[src/rtl/fpe_pkg.sv]
// Constants, types and register map of the flash program/erase control
package fpe_pkg;
  // Register byte offsets (each register one aligned 32-bit word)
  localparam logic [7:0] FPE_CTRL_OFF = 8'h00;
  localparam logic [7:0] FPE_KEY_OFF = 8'h10;
  localparam logic [7:0] FPE_ADDR_OFF = 8'h20;
  localparam logic [7:0] FPE_DLO_OFF = 8'h30;
  localparam logic [7:0] FPE_DHI_OFF = 8'h40;
  // Alias word offsets from a register base, taken from address bits 3:2
  localparam logic [1:0] FPE_ALIAS_NONE = 2'h0;
  localparam logic [1:0] FPE_ALIAS_CLR = 2'h1;
  localparam logic [1:0] FPE_ALIAS_SET = 2'h2;
  localparam logic [1:0] FPE_ALIAS_INV = 2'h3;
  // Control register fields
  localparam int FPE_START_BIT = 15;
  localparam int FPE_ARM_BIT = 14;
  localparam int FPE_FAIL_BIT = 13;
  localparam int FPE_LV_BIT = 12;
  localparam int FPE_OPSEL_LSB = 0;
  localparam int FPE_OPSEL_W = 4;
  localparam logic [31:0] FPE_CTRL_RESET = 32'h0000_0000;
  localparam logic [31:0] FPE_WORD_RESET = 32'h0000_0000;
  // Unlock keys
  localparam logic [31:0] FPE_KEY_FIRST = 32'hAA99_6655;
  localparam logic [31:0] FPE_KEY_SECOND = 32'h5566_99AA;
  // Ignored low target address bits per operation
  localparam logic [31:0] FPE_PAGE_MASK = 32'hFFFF_F800;
  localparam logic [31:0] FPE_ROW_MASK = 32'hFFFF_FF00;
  localparam logic [31:0] FPE_DWORD_MASK = 32'hFFFF_FFFC;
  localparam logic [1:0] FPE_RESP_OKAY = 2'h0;
  localparam logic [1:0] FPE_RESP_SLVERR = 2'h2;

  typedef enum logic [3:0] {
    FPE_OP_NOP = 4'h0,
    FPE_OP_DWORD = 4'h2,
    FPE_OP_ROW = 4'h3,
    FPE_OP_PAGE = 4'h4,
    FPE_OP_CHIP = 4'h7
  } fpe_op_e;

  typedef enum logic [1:0] {
    FPE_K_IDLE = 2'b00,
    FPE_K_HALF = 2'b01,
    FPE_K_OPEN = 2'b11
  } fpe_key_e;

  typedef enum logic [1:0] {
    FPE_S_IDLE = 2'b00,
    FPE_S_LAUNCH = 2'b01,
    FPE_S_WAIT = 2'b11
  } fpe_seq_e;

  // Command handed to the flash array
  typedef struct packed {
    logic [3:0] op;
    logic [31:0] addr;
    logic [63:0] data;
  } fpe_cmd_s;
endpackage : fpe_pkg

[src/rtl/fpe_top.sv]
// Flash program/erase control registers and operation sequencer
//
// Decided for this implementation: the address map and the AXI4-Lite interface to the registers.
`timescale 1ns/1ps
`default_nettype none

// Function
// - Software cannot clear start; setting needs arm set and fresh unlock.
// - Start launches selected operation; reads 1 while pending, 0 otherwise.
// - Arm 1 permits start writes, blocks op select; arm 0 the reverse.
// - Failure flag set on unsuccessful program or erase, else left 0; code also sets it on starting a reserved code.
// - Low-voltage flag set when supply too low during programming.
// - Both flags cleared only by starting operation code 0000.
// - Start, arm, flags, op select reset only by power-on reset.
// - Control bits 31-16 and 10-4 read 0; bit 11 kept 0.
// - Code 0111 erases all program flash, needs every page unprotected.
// - Code 0100 erases addressed page if unprotected.
// - Code 0011 programs addressed row if its page unprotected.
// - Code 0010 programs two words at address if page unprotected.
// - Unlock must precede each start write; otherwise write rejected.
// - Unlock key register is write-only and reads 0.
// - Target address register is full 32-bit read/write, resets 0.
// - Control has clear, set, invert aliases at plus 4, 8, 12.
// - Low address bits ignored: 10:0 page, 7:0 row, 1:0 dword.
// - Double-word data is high word over low word, low least significant.
module fpe_top
  import fpe_pkg::*;
(
  input wire logic clk_i,
  input wire logic rst_n_i,
  input wire logic soft_rst_i,
  // AXI4-Lite slave
  input wire logic [7:0] s_axi_awaddr,
  input wire logic s_axi_awvalid,
  output logic s_axi_awready,
  input wire logic [31:0] s_axi_wdata,
  input wire logic [3:0] s_axi_wstrb,
  input wire logic s_axi_wvalid,
  output logic s_axi_wready,
  output logic [1:0] s_axi_bresp,
  output logic s_axi_bvalid,
  input wire logic s_axi_bready,
  input wire logic [7:0] s_axi_araddr,
  input wire logic s_axi_arvalid,
  output logic s_axi_arready,
  output logic [31:0] s_axi_rdata,
  output logic [1:0] s_axi_rresp,
  output logic s_axi_rvalid,
  input wire logic s_axi_rready,
  // Flash array side
  output logic flash_req_o,
  output fpe_cmd_s flash_cmd_o,
  input wire logic flash_done_i,
  input wire logic flash_fail_i,
  input wire logic low_voltage_i,
  input wire logic page_protected_i,
  input wire logic any_program_protected_i
);

  ////////////////////////////////////////////////////////////////////////////
  logic [1:0] por_sync_q;
  logic por_n;

  always_ff @(posedge clk_i or negedge rst_n_i) begin
    if (!rst_n_i) begin
      por_sync_q <= 2'b00;
    end else begin
      por_sync_q <= {por_sync_q[0], 1'b1};
    end
  end
  assign por_n = por_sync_q[1];

  ////////////////////////////////////////////////////////////////////////////
  logic start_q, arm_q, fail_q, lv_q;
  logic [3:0] opsel_q;
  logic [31:0] addr_q, dlo_q, dhi_q;
  fpe_key_e key_q;
  fpe_seq_e seq_q;
  logic wr_fire, bvalid_q, rvalid_q;
  logic [1:0] bresp_q, rresp_q;
  logic [31:0] rdata_q;
  logic [7:0] wbase;
  logic [1:0] walias;
  logic [31:0] ctrl_rd, ctrl_new, wmask;
  logic wr_ctrl, start_set, op_end, op_nop, op_bad;

  function automatic logic [31:0] alias_apply(input logic [31:0] old,
      input logic [31:0] wd, input logic [31:0] m, input logic [1:0] al);
    logic [31:0] r;
    r = old;
    unique case (al)
      FPE_ALIAS_NONE: r = (old & ~m) | (wd & m);
      FPE_ALIAS_CLR: r = old & ~(wd & m);
      FPE_ALIAS_SET: r = old | (wd & m);
      FPE_ALIAS_INV: r = old ^ (wd & m);
    endcase
    return r;
  endfunction : alias_apply

  assign ctrl_rd = {16'h0000, start_q, arm_q, fail_q, lv_q, 8'h00,
                    opsel_q};

  ////////////////////////////////////////////////////////////////////////////
  // Write address and data taken together, one response outstanding
  assign wr_fire = s_axi_awvalid && s_axi_wvalid && !bvalid_q;
  assign s_axi_awready = wr_fire;
  assign s_axi_wready = wr_fire;
  assign wbase = {s_axi_awaddr[7:4], 4'h0};
  assign walias = s_axi_awaddr[3:2];
  assign wmask = {{8{s_axi_wstrb[3]}}, {8{s_axi_wstrb[2]}},
                  {8{s_axi_wstrb[1]}}, {8{s_axi_wstrb[0]}}};
  assign wr_ctrl = wr_fire && wbase == FPE_CTRL_OFF;
  assign ctrl_new = alias_apply(ctrl_rd, s_axi_wdata, wmask, walias);
  // Only a 0->1 with arm already set and unlock just done counts
  assign start_set = wr_ctrl && ctrl_new[FPE_START_BIT] && !start_q
                     && arm_q && key_q == FPE_K_OPEN;

  always_ff @(posedge clk_i or negedge por_n) begin
    if (!por_n) begin
      bvalid_q <= 1'b0;
      bresp_q <= FPE_RESP_OKAY;
    end else if (wr_fire) begin
      bvalid_q <= 1'b1;
      bresp_q <= (wbase == FPE_CTRL_OFF || wbase == FPE_ADDR_OFF ||
                  s_axi_awaddr == FPE_DLO_OFF || s_axi_awaddr == FPE_DHI_OFF ||
                  s_axi_awaddr == FPE_KEY_OFF) ? FPE_RESP_OKAY
                                               : FPE_RESP_SLVERR;
    end else if (s_axi_bready) begin
      bvalid_q <= 1'b0;
    end
  end
  assign s_axi_bvalid = bvalid_q;
  assign s_axi_bresp = bresp_q;

  ////////////////////////////////////////////////////////////////////////////
  // Unlock: any write other than the expected key drops it
  always_ff @(posedge clk_i or negedge por_n) begin
    if (!por_n) begin
      key_q <= FPE_K_IDLE;
    end else if (soft_rst_i) begin
      key_q <= FPE_K_IDLE;
    end else if (wr_fire) begin
      if (s_axi_awaddr == FPE_KEY_OFF && s_axi_wdata == FPE_KEY_FIRST) begin
        key_q <= FPE_K_HALF;
      end else if (s_axi_awaddr == FPE_KEY_OFF && key_q == FPE_K_HALF &&
                   s_axi_wdata == FPE_KEY_SECOND) begin
        key_q <= FPE_K_OPEN;
      end else begin
        key_q <= FPE_K_IDLE;
      end
    end
  end

  ////////////////////////////////////////////////////////////////////////////
  // Control bits: power-on reset only, soft reset ignored
  always_ff @(posedge clk_i or negedge por_n) begin
    if (!por_n) begin
      arm_q <= FPE_CTRL_RESET[FPE_ARM_BIT];
      opsel_q <= FPE_CTRL_RESET[FPE_OPSEL_W-1:0];
    end else if (wr_ctrl) begin
      arm_q <= ctrl_new[FPE_ARM_BIT];
      if (!arm_q) begin
        opsel_q <= ctrl_new[FPE_OPSEL_LSB +: FPE_OPSEL_W];
      end
    end
  end

  always_ff @(posedge clk_i or negedge por_n) begin
    if (!por_n) begin
      start_q <= FPE_CTRL_RESET[FPE_START_BIT];
    end else if (start_set) begin
      start_q <= 1'b1;
    end else if (op_end) begin
      start_q <= 1'b0;
    end
  end

  ////////////////////////////////////////////////////////////////////////////
  // Software-owned words: cleared by power-on or soft reset
  always_ff @(posedge clk_i or negedge por_n) begin
    if (!por_n) begin
      addr_q <= FPE_WORD_RESET;
      dlo_q <= FPE_WORD_RESET;
      dhi_q <= FPE_WORD_RESET;
    end else if (soft_rst_i) begin
      addr_q <= FPE_WORD_RESET;
      dlo_q <= FPE_WORD_RESET;
      dhi_q <= FPE_WORD_RESET;
    end else if (wr_fire) begin
      if (wbase == FPE_ADDR_OFF) begin
        addr_q <= alias_apply(addr_q, s_axi_wdata, wmask, walias);
      end
      if (s_axi_awaddr == FPE_DLO_OFF) begin
        dlo_q <= alias_apply(dlo_q, s_axi_wdata, wmask, FPE_ALIAS_NONE);
      end
      if (s_axi_awaddr == FPE_DHI_OFF) begin
        dhi_q <= alias_apply(dhi_q, s_axi_wdata, wmask, FPE_ALIAS_NONE);
      end
    end
  end

  ////////////////////////////////////////////////////////////////////////////
  // Sequencer
  assign op_nop = opsel_q == FPE_OP_NOP;
  // Reserved codes and protected targets fail without touching the array
  always_comb begin
    unique case (opsel_q)
      FPE_OP_CHIP: op_bad = any_program_protected_i;
      FPE_OP_PAGE, FPE_OP_ROW, FPE_OP_DWORD:
        op_bad = page_protected_i;
      FPE_OP_NOP: op_bad = 1'b0;
      default: op_bad = 1'b1;
    endcase
  end
  assign op_end = (seq_q == FPE_S_LAUNCH && (op_nop || op_bad)) ||
                  (seq_q == FPE_S_WAIT && flash_done_i);

  always_ff @(posedge clk_i or negedge por_n) begin
    if (!por_n) begin
      seq_q <= FPE_S_IDLE;
    end else begin
      unique case (seq_q)
        FPE_S_IDLE: if (start_q) begin
          seq_q <= FPE_S_LAUNCH;
        end
        FPE_S_LAUNCH: seq_q <= (op_nop || op_bad) ? FPE_S_IDLE : FPE_S_WAIT;
        FPE_S_WAIT: if (flash_done_i) begin
          seq_q <= FPE_S_IDLE;
        end
      endcase
    end
  end

  always_ff @(posedge clk_i or negedge por_n) begin
    if (!por_n) begin
      flash_req_o <= 1'b0;
      flash_cmd_o <= '0;
    end else begin
      flash_req_o <= seq_q == FPE_S_LAUNCH && !op_nop && !op_bad;
      if (seq_q == FPE_S_LAUNCH) begin
        flash_cmd_o.op <= opsel_q;
        flash_cmd_o.data <= {dhi_q, dlo_q};
        unique case (opsel_q)
          FPE_OP_PAGE: flash_cmd_o.addr <= addr_q & FPE_PAGE_MASK;
          FPE_OP_ROW: flash_cmd_o.addr <= addr_q & FPE_ROW_MASK;
          FPE_OP_DWORD: flash_cmd_o.addr <= addr_q & FPE_DWORD_MASK;
          default: flash_cmd_o.addr <= addr_q;
        endcase
      end
    end
  end

  always_ff @(posedge clk_i or negedge por_n) begin
    if (!por_n) begin
      fail_q <= FPE_CTRL_RESET[FPE_FAIL_BIT];
      lv_q <= FPE_CTRL_RESET[FPE_LV_BIT];
    end else if (seq_q == FPE_S_LAUNCH && op_nop) begin
      fail_q <= 1'b0;
      lv_q <= 1'b0;
    end else if (seq_q == FPE_S_LAUNCH && op_bad) begin
      fail_q <= 1'b1;
    end else if (seq_q == FPE_S_WAIT && flash_done_i) begin
      fail_q <= fail_q | flash_fail_i;
      lv_q <= lv_q | low_voltage_i;
    end else if (seq_q == FPE_S_WAIT && low_voltage_i) begin
      lv_q <= 1'b1;
    end
  end

  ////////////////////////////////////////////////////////////////////////////
  // Reads answer one cycle after acceptance
  assign s_axi_arready = !rvalid_q;

  always_ff @(posedge clk_i or negedge por_n) begin
    if (!por_n) begin
      rvalid_q <= 1'b0;
      rdata_q <= 32'h0000_0000;
      rresp_q <= FPE_RESP_OKAY;
    end else if (s_axi_arvalid && !rvalid_q) begin
      rvalid_q <= 1'b1;
      rresp_q <= FPE_RESP_OKAY;
      unique case (s_axi_araddr)
        FPE_CTRL_OFF: rdata_q <= ctrl_rd;
        FPE_KEY_OFF: rdata_q <= 32'h0000_0000;
        FPE_ADDR_OFF: rdata_q <= addr_q;
        FPE_DLO_OFF: rdata_q <= dlo_q;
        FPE_DHI_OFF: rdata_q <= dhi_q;
        default: begin
          rdata_q <= 32'h0000_0000;
          rresp_q <= FPE_RESP_SLVERR;
        end
      endcase
    end else if (s_axi_rready) begin
      rvalid_q <= 1'b0;
    end
  end
  assign s_axi_rvalid = rvalid_q;
  assign s_axi_rdata = rdata_q;
  assign s_axi_rresp = rresp_q;

endmodule : fpe_top

`default_nettype wire

[config.mk]
export PLATFORM = sky130hd
export DESIGN_NAME = fpe_top
export DESIGN_NICKNAME = d
export VERILOG_FILES = /design/src/rtl/fpe_pkg.sv /design/src/rtl/fpe_top.sv
export SDC_FILE = /design/constraint.sdc
export NUM_CORES = 1
export LEC_CHECK = 0
export BUFFER_PORTS_ARGS = -buffer_cell sky130_fd_sc_hd__buf_2
export CAP_MARGIN = 20
export CELL_PAD_IN_SITES_DETAIL_PLACEMENT = 2
export CELL_PAD_IN_SITES_GLOBAL_PLACEMENT = 2
export CORE_MARGIN = 1.5
export CORE_UTILIZATION = 35
export DETAILED_ROUTE_END_ITERATION = 8
export GPL_ROUTABILITY_DRIVEN = 0
export PLACE_DENSITY_LB_ADDON = 0.05
export RECOVER_POWER = 25
export SLEW_MARGIN = 20
export SYNTH_ARGS = -nofsm -noshare
export SYNTH_HDL_FRONTEND = slang
export SYNTH_SLANG_ARGS = --single-unit
[constraint.sdc]
create_clock -name clk_i -period 9.6 [get_ports clk_i]
set_input_delay 0.96 -clock clk_i [delete_from_list [all_inputs] [get_ports clk_i]]
set_output_delay 0.96 -clock clk_i [all_outputs]
set_load 0.1 [all_outputs]
[Yosys cells after proc, flatten, opt, wreduce, memory -nomap -nowiden]
Cells that the tools add are included.
Word-level totals
  word-level logic and storage cells: 152
  RAM bits: 0
  memory bits (read-only): 0
  register bits after elaboration: 249
  input bits: 65
  latch bits: 0
  output and inout bits: 142
  memories: 0
Operators by class
  multiplexer cells: 37
  div/mod/pow operators: 0
  multipliers: 0
  add/subtract/negate cells: 0
  magnitude comparators: 0
  reductions and logical operators: 51
  equal/unequal tests: 24
  shift operators: 0
  bitwise logic cells: 20
Operator list (count)
  $mux W32: 9
  $pmux W32 S4: 2
  $and A32 B32 Y32: 5
  $or A32 B32 Y32: 4
  $not A32 Y32: 2
  $pmux W16 S4: 1
  $pmux W11 S3: 1
  $and A16 B16 Y16: 2
  $eq A32 B31 Y1 const B: 1
  $eq A32 B32 Y1 const B: 1
  $or A16 B16 Y16: 2
  $xor A32 B32 Y32: 1
  $eq A8 B6 Y1 const B: 3
  $logic_and A1 B1 Y1: 18
  $mux W2: 9
  $eq A8 B5 Y1 const B: 2
  $eq A8 B7 Y1 const B: 2
  $logic_not A8 Y1: 2
  $xor A16 B16 Y16: 1
  $reduce_bool A2 Y1: 7
  $mux W1: 13
  $eq A4 B2 Y1 const B: 3
  $reduce_and A2 Y1: 6
  $eq A2 B2 Y1 const B: 4
  14 further kinds: 31

[Longest topological paths before layout]
  depth in word-level cells: 9
  mapped depth: 9
  mapped depth without buffers: 7

[Worst setup path after synthesis]
Ideal clock, no wire load.
  path kind: input port to output port
  start point: input s_axi_wvalid
  end point: output s_axi_wready
  slack: 6.387 ns
  stages on the path: 2
  buffers on the path: 1
  data required time: 8.640 ns
  arrival: 2.253 ns
  cell sequence: and3b_1 buf_4
On the way
  cells in the longest elaborated chain, start to end: 2
RTL lines
  start, declared: RTL line fpe_top.sv:38  | input wire logic s_axi_wvalid,
  $logic_and A1 B1 Y1 (2 in a row): RTL line fpe_top.sv:105  | assign wr_fire = s_axi_awvalid && s_axi_wvalid && !bvalid_q;
  end, declared: RTL line fpe_top.sv:39  | output logic s_axi_wready,
Every way passes these cells.

==> results.md <==
* Status: finished with violations
* Failing checks: capacitance limit, slew limit
* Vias at 10.63k
* Pleak at between 7 and 8 nW
* H-tree depth at 1
* WL final at 44790 um
* Final instance area at 14640 um2
* Post-DRT Antenna Nets at 0
* Crit path launch type: register
* Inst Count DP at 1855
* DRC errors left at 0
* Largest area contributor in the netlist: dfrtp_1
* CP Max Fanout at 77
* Row cnt at a little under 70
* Syn Area/Cell at 9.566 um2
* Core region area at around 34000 um2
* Crit path capture type: asynchronous set/reset pin
* Main area contributors after synthesis: dfrtp_1, nand2_1, mux2i_1, ha_1, o21ai_0
* I/O pin cnt at 207
* Tot GR Track Use at 0.2518
* Fillers at approximately 3.7k
* Grt ovf at 0
* Buf/Inv on CP at 2
* Sequential area share after synthesis at 0.5048
* Final Cycle Share at 0.4019
* DR iter-0 viols at 750
* CTS Root Cell: clkbuf_16
* CTS tree: done
* Synth Instances at 1280
* Stages on worst setup path at 2
* R2r worst-path depth at 2
* Final Util at 0.4249
* Initial antenna violation count at 4
* Critical Path AT at 4450 ps
* Min Tclk post-route at between 3000 and 4000 ps
* TNS Setup at 0 ps
* Hold Path Class: input port to asynchronous set/reset pin
* Die height at 190.0 um
* Clock buffer depth at 3
* # nets final at 1541
* Starting density of the core at 0.3553
* Yosys top cell area share at 0.5048
* CTS clock-pin slew for the worst setup and hold paths at 60 ps
* Post-CTS Hold Buffers at 0
* Chip width at 190.0 um
* Asr flop ratio synth at 1.000
* Tightest Pin Transition at 2935 ps
* Pwr Density at around 170 nW/um2
* First-pass GRT wire length at between 70000 and 80000 um
* Resize count post-CTS at 0
* Share of cells above drive strength 1 at 0.1942
* Critical path's slowest cell: dfrtp_1
* Number of enable flip-flop cells after synthesis at 0
* Family with the most delay on the worst path: flip-flops
* Post-synth cell types at 57
* Clock sinks at 247
* CP Class: register to asynchronous set/reset pin
* Vias in the first global route at 11.27k
* Final hold vios at 0
* Yosys synthesis warning count at 0
* Via density at 5.565
* Crit path largest cell delay at 2310 ps
* Slew Limit Fails at 191
* CP required at 10190 ps
* Cell area after synthesis at roughly 12000 um2
* Max-cap viol count at 4
* First-pass DRT Iterations at 5
* #FFs+latches synth at around 250
* Largest net degree at the start of global routing at 79
* Wire per inst at 23.44 um
* Post-Place Cell Area at 13580 um2
* IO buf count at about 200
* Cts bufs inserted at 29
* Fmax at 0.2592 GHz
* Max VDD drop at 0.1254 mV
* Post-CTS setup buffers at 0
* CP Cell Sequence: buf_6 > buf_4
* Hpwl dp at 31260 um
* Slew HR at -0.9567
* RSZ-0062 raised after global routing: false
* Hold Slack at 184.8 ps
* Die area at 36120 um2
* Top FF cell, synth: dfrtp_1
* # setup viols final at 0
* Clk_skew at 9.314 ps
* Skew-Pair Late Insertion Delay at between 500 and 600 ps
* Non-Filler Instances at 1911
* Area Growth Syn to Fin at 19.59%
-- final timing paths --
check | startpoint | slack [ps] | endpoint
hold / removal | rst_n_i | 180 | por_sync_q[0]
max in group clk_i | seq_q[1] | 5840 | flash_cmd_o[5]
setup / recovery | por_sync_q[1] | 5740 | dlo_q[23]
hold reg to reg | por_sync_q[0] | 350 | por_sync_q[1]
setup reg to reg | por_sync_q[1] | 5740 | dlo_q[23]
min in group clk_i | por_sync_q[0] | 350 | por_sync_q[1]
-- routing by layer --
| layer | vias up | wire length, um | track usage |
|---|---|---|---|
| li1 | 4825 | - | - |
| met1 | 5511 | 22530 | 0.3866 |
| met2 | 256 | 19480 | 0.3732 |
| met3 | 42 | 2127 | 0.03782 |
| met4 | 0 | 656 | 0.04915 |
| met5 | - | 0 | 0 |
-- registers in the layout, summed over array words and instances (netlist names), 2 cells and up, named ones only --
signal and flops:
addr_q 32, dhi_q 32, dlo_q 32, flash_cmd_o 100, key_q 2, por_sync_q 2
s_axi_rdata 32, seq_q 2
-- metrics by stage --
stage                     total power, mW  setup WS, ps
after floorplan                     1.217          2207
after detailed placement            1.294          5597
final                               2.507          5742
after CTS                           2.542          6180
after global placement              1.287          5842
after global routing                2.595          5058
-- report_power, final --
part,internal [mW],leakage (nW),switching (mW)
logic,0.0506,3.66,0.161
clock network,0.774,0.521,0.460
registers,1.05,3.38,0.0142
total,1.87,7.55,0.635
-- cell usage in the layout, fill, tap and decap left out, types with 11 or more instances in the layout --
cell and count:
a21oi_1 72, a221oi_1 30, a22o_1 44, a22oi_1 24, buf_2 201, buf_4 12
clkbuf_16 29, dfrtp_1 247, ha_1 44, inv_1 58, mux2i_1 65, nand2_1 293
nand3_1 25, nor2_1 51, nor4bb_1 11, o21ai_0 91, o221ai_1 28
-- synth_stat cells (2+ instances only) --
library cell and instances:
nand2_1 293, dfrtp_1 247, o21ai_0 91, clkbuf_1 73
a21oi_1 72, mux2i_1 65, inv_1 58, nor2_1 50
a22o_1 44, ha_1 44, a221oi_1 30, o221ai_1 28
nand3_1 25, a22oi_1 24, buf_1 14, nor4bb_1 12
nor2b_1 10, nand4b_1 9, o31ai_1 9, buf_2 7
nand2b_1 7, nand4_2 6, a31oi_1 5, a32o_1 4
nand4_1 4, and2_1 3, buf_4 3, nor4_1 3
a21o_1 2, and4b_1 2, conb_1 2, mux4_2 2
nand3b_1 2, nor3b_1 2, nor4_2 2, nor4b_1 2
or3_1 2, or3b_2 2, or4_4 2
-- worst register-to-register path, stage by stage, from the launching register on --
cell	delay, ps
dfrtp_1	2310
buf_6	760
buf_4	810
-- logic make-up after synthesis --
group / after synthesis / synth area share
simple gates: 446 / 0.1693
compound gates: 317 / 0.1725
other cells: 2 / 0.0006133
buf+inv: 156 / 0.05007
fa+ha+maj: 44 / 0.04496
mux: 68 / 0.05773
flops: 247 / 0.5048
-- area by class of cell --
type                    count  area (um2)  area share
inverters                  58       217.7     0.01487
well taps                 455       569.3     0.03888
repair buffers            218        1130     0.07716
flip-flops and latches    247        6181      0.4221
multi-input cells         878        5473      0.3738
diodes                      4       10.01   0.0006836
clock buffers              41       850.8     0.05810
clock inverters            10       211.5     0.01444
Power figures use the tool's default switching activity.
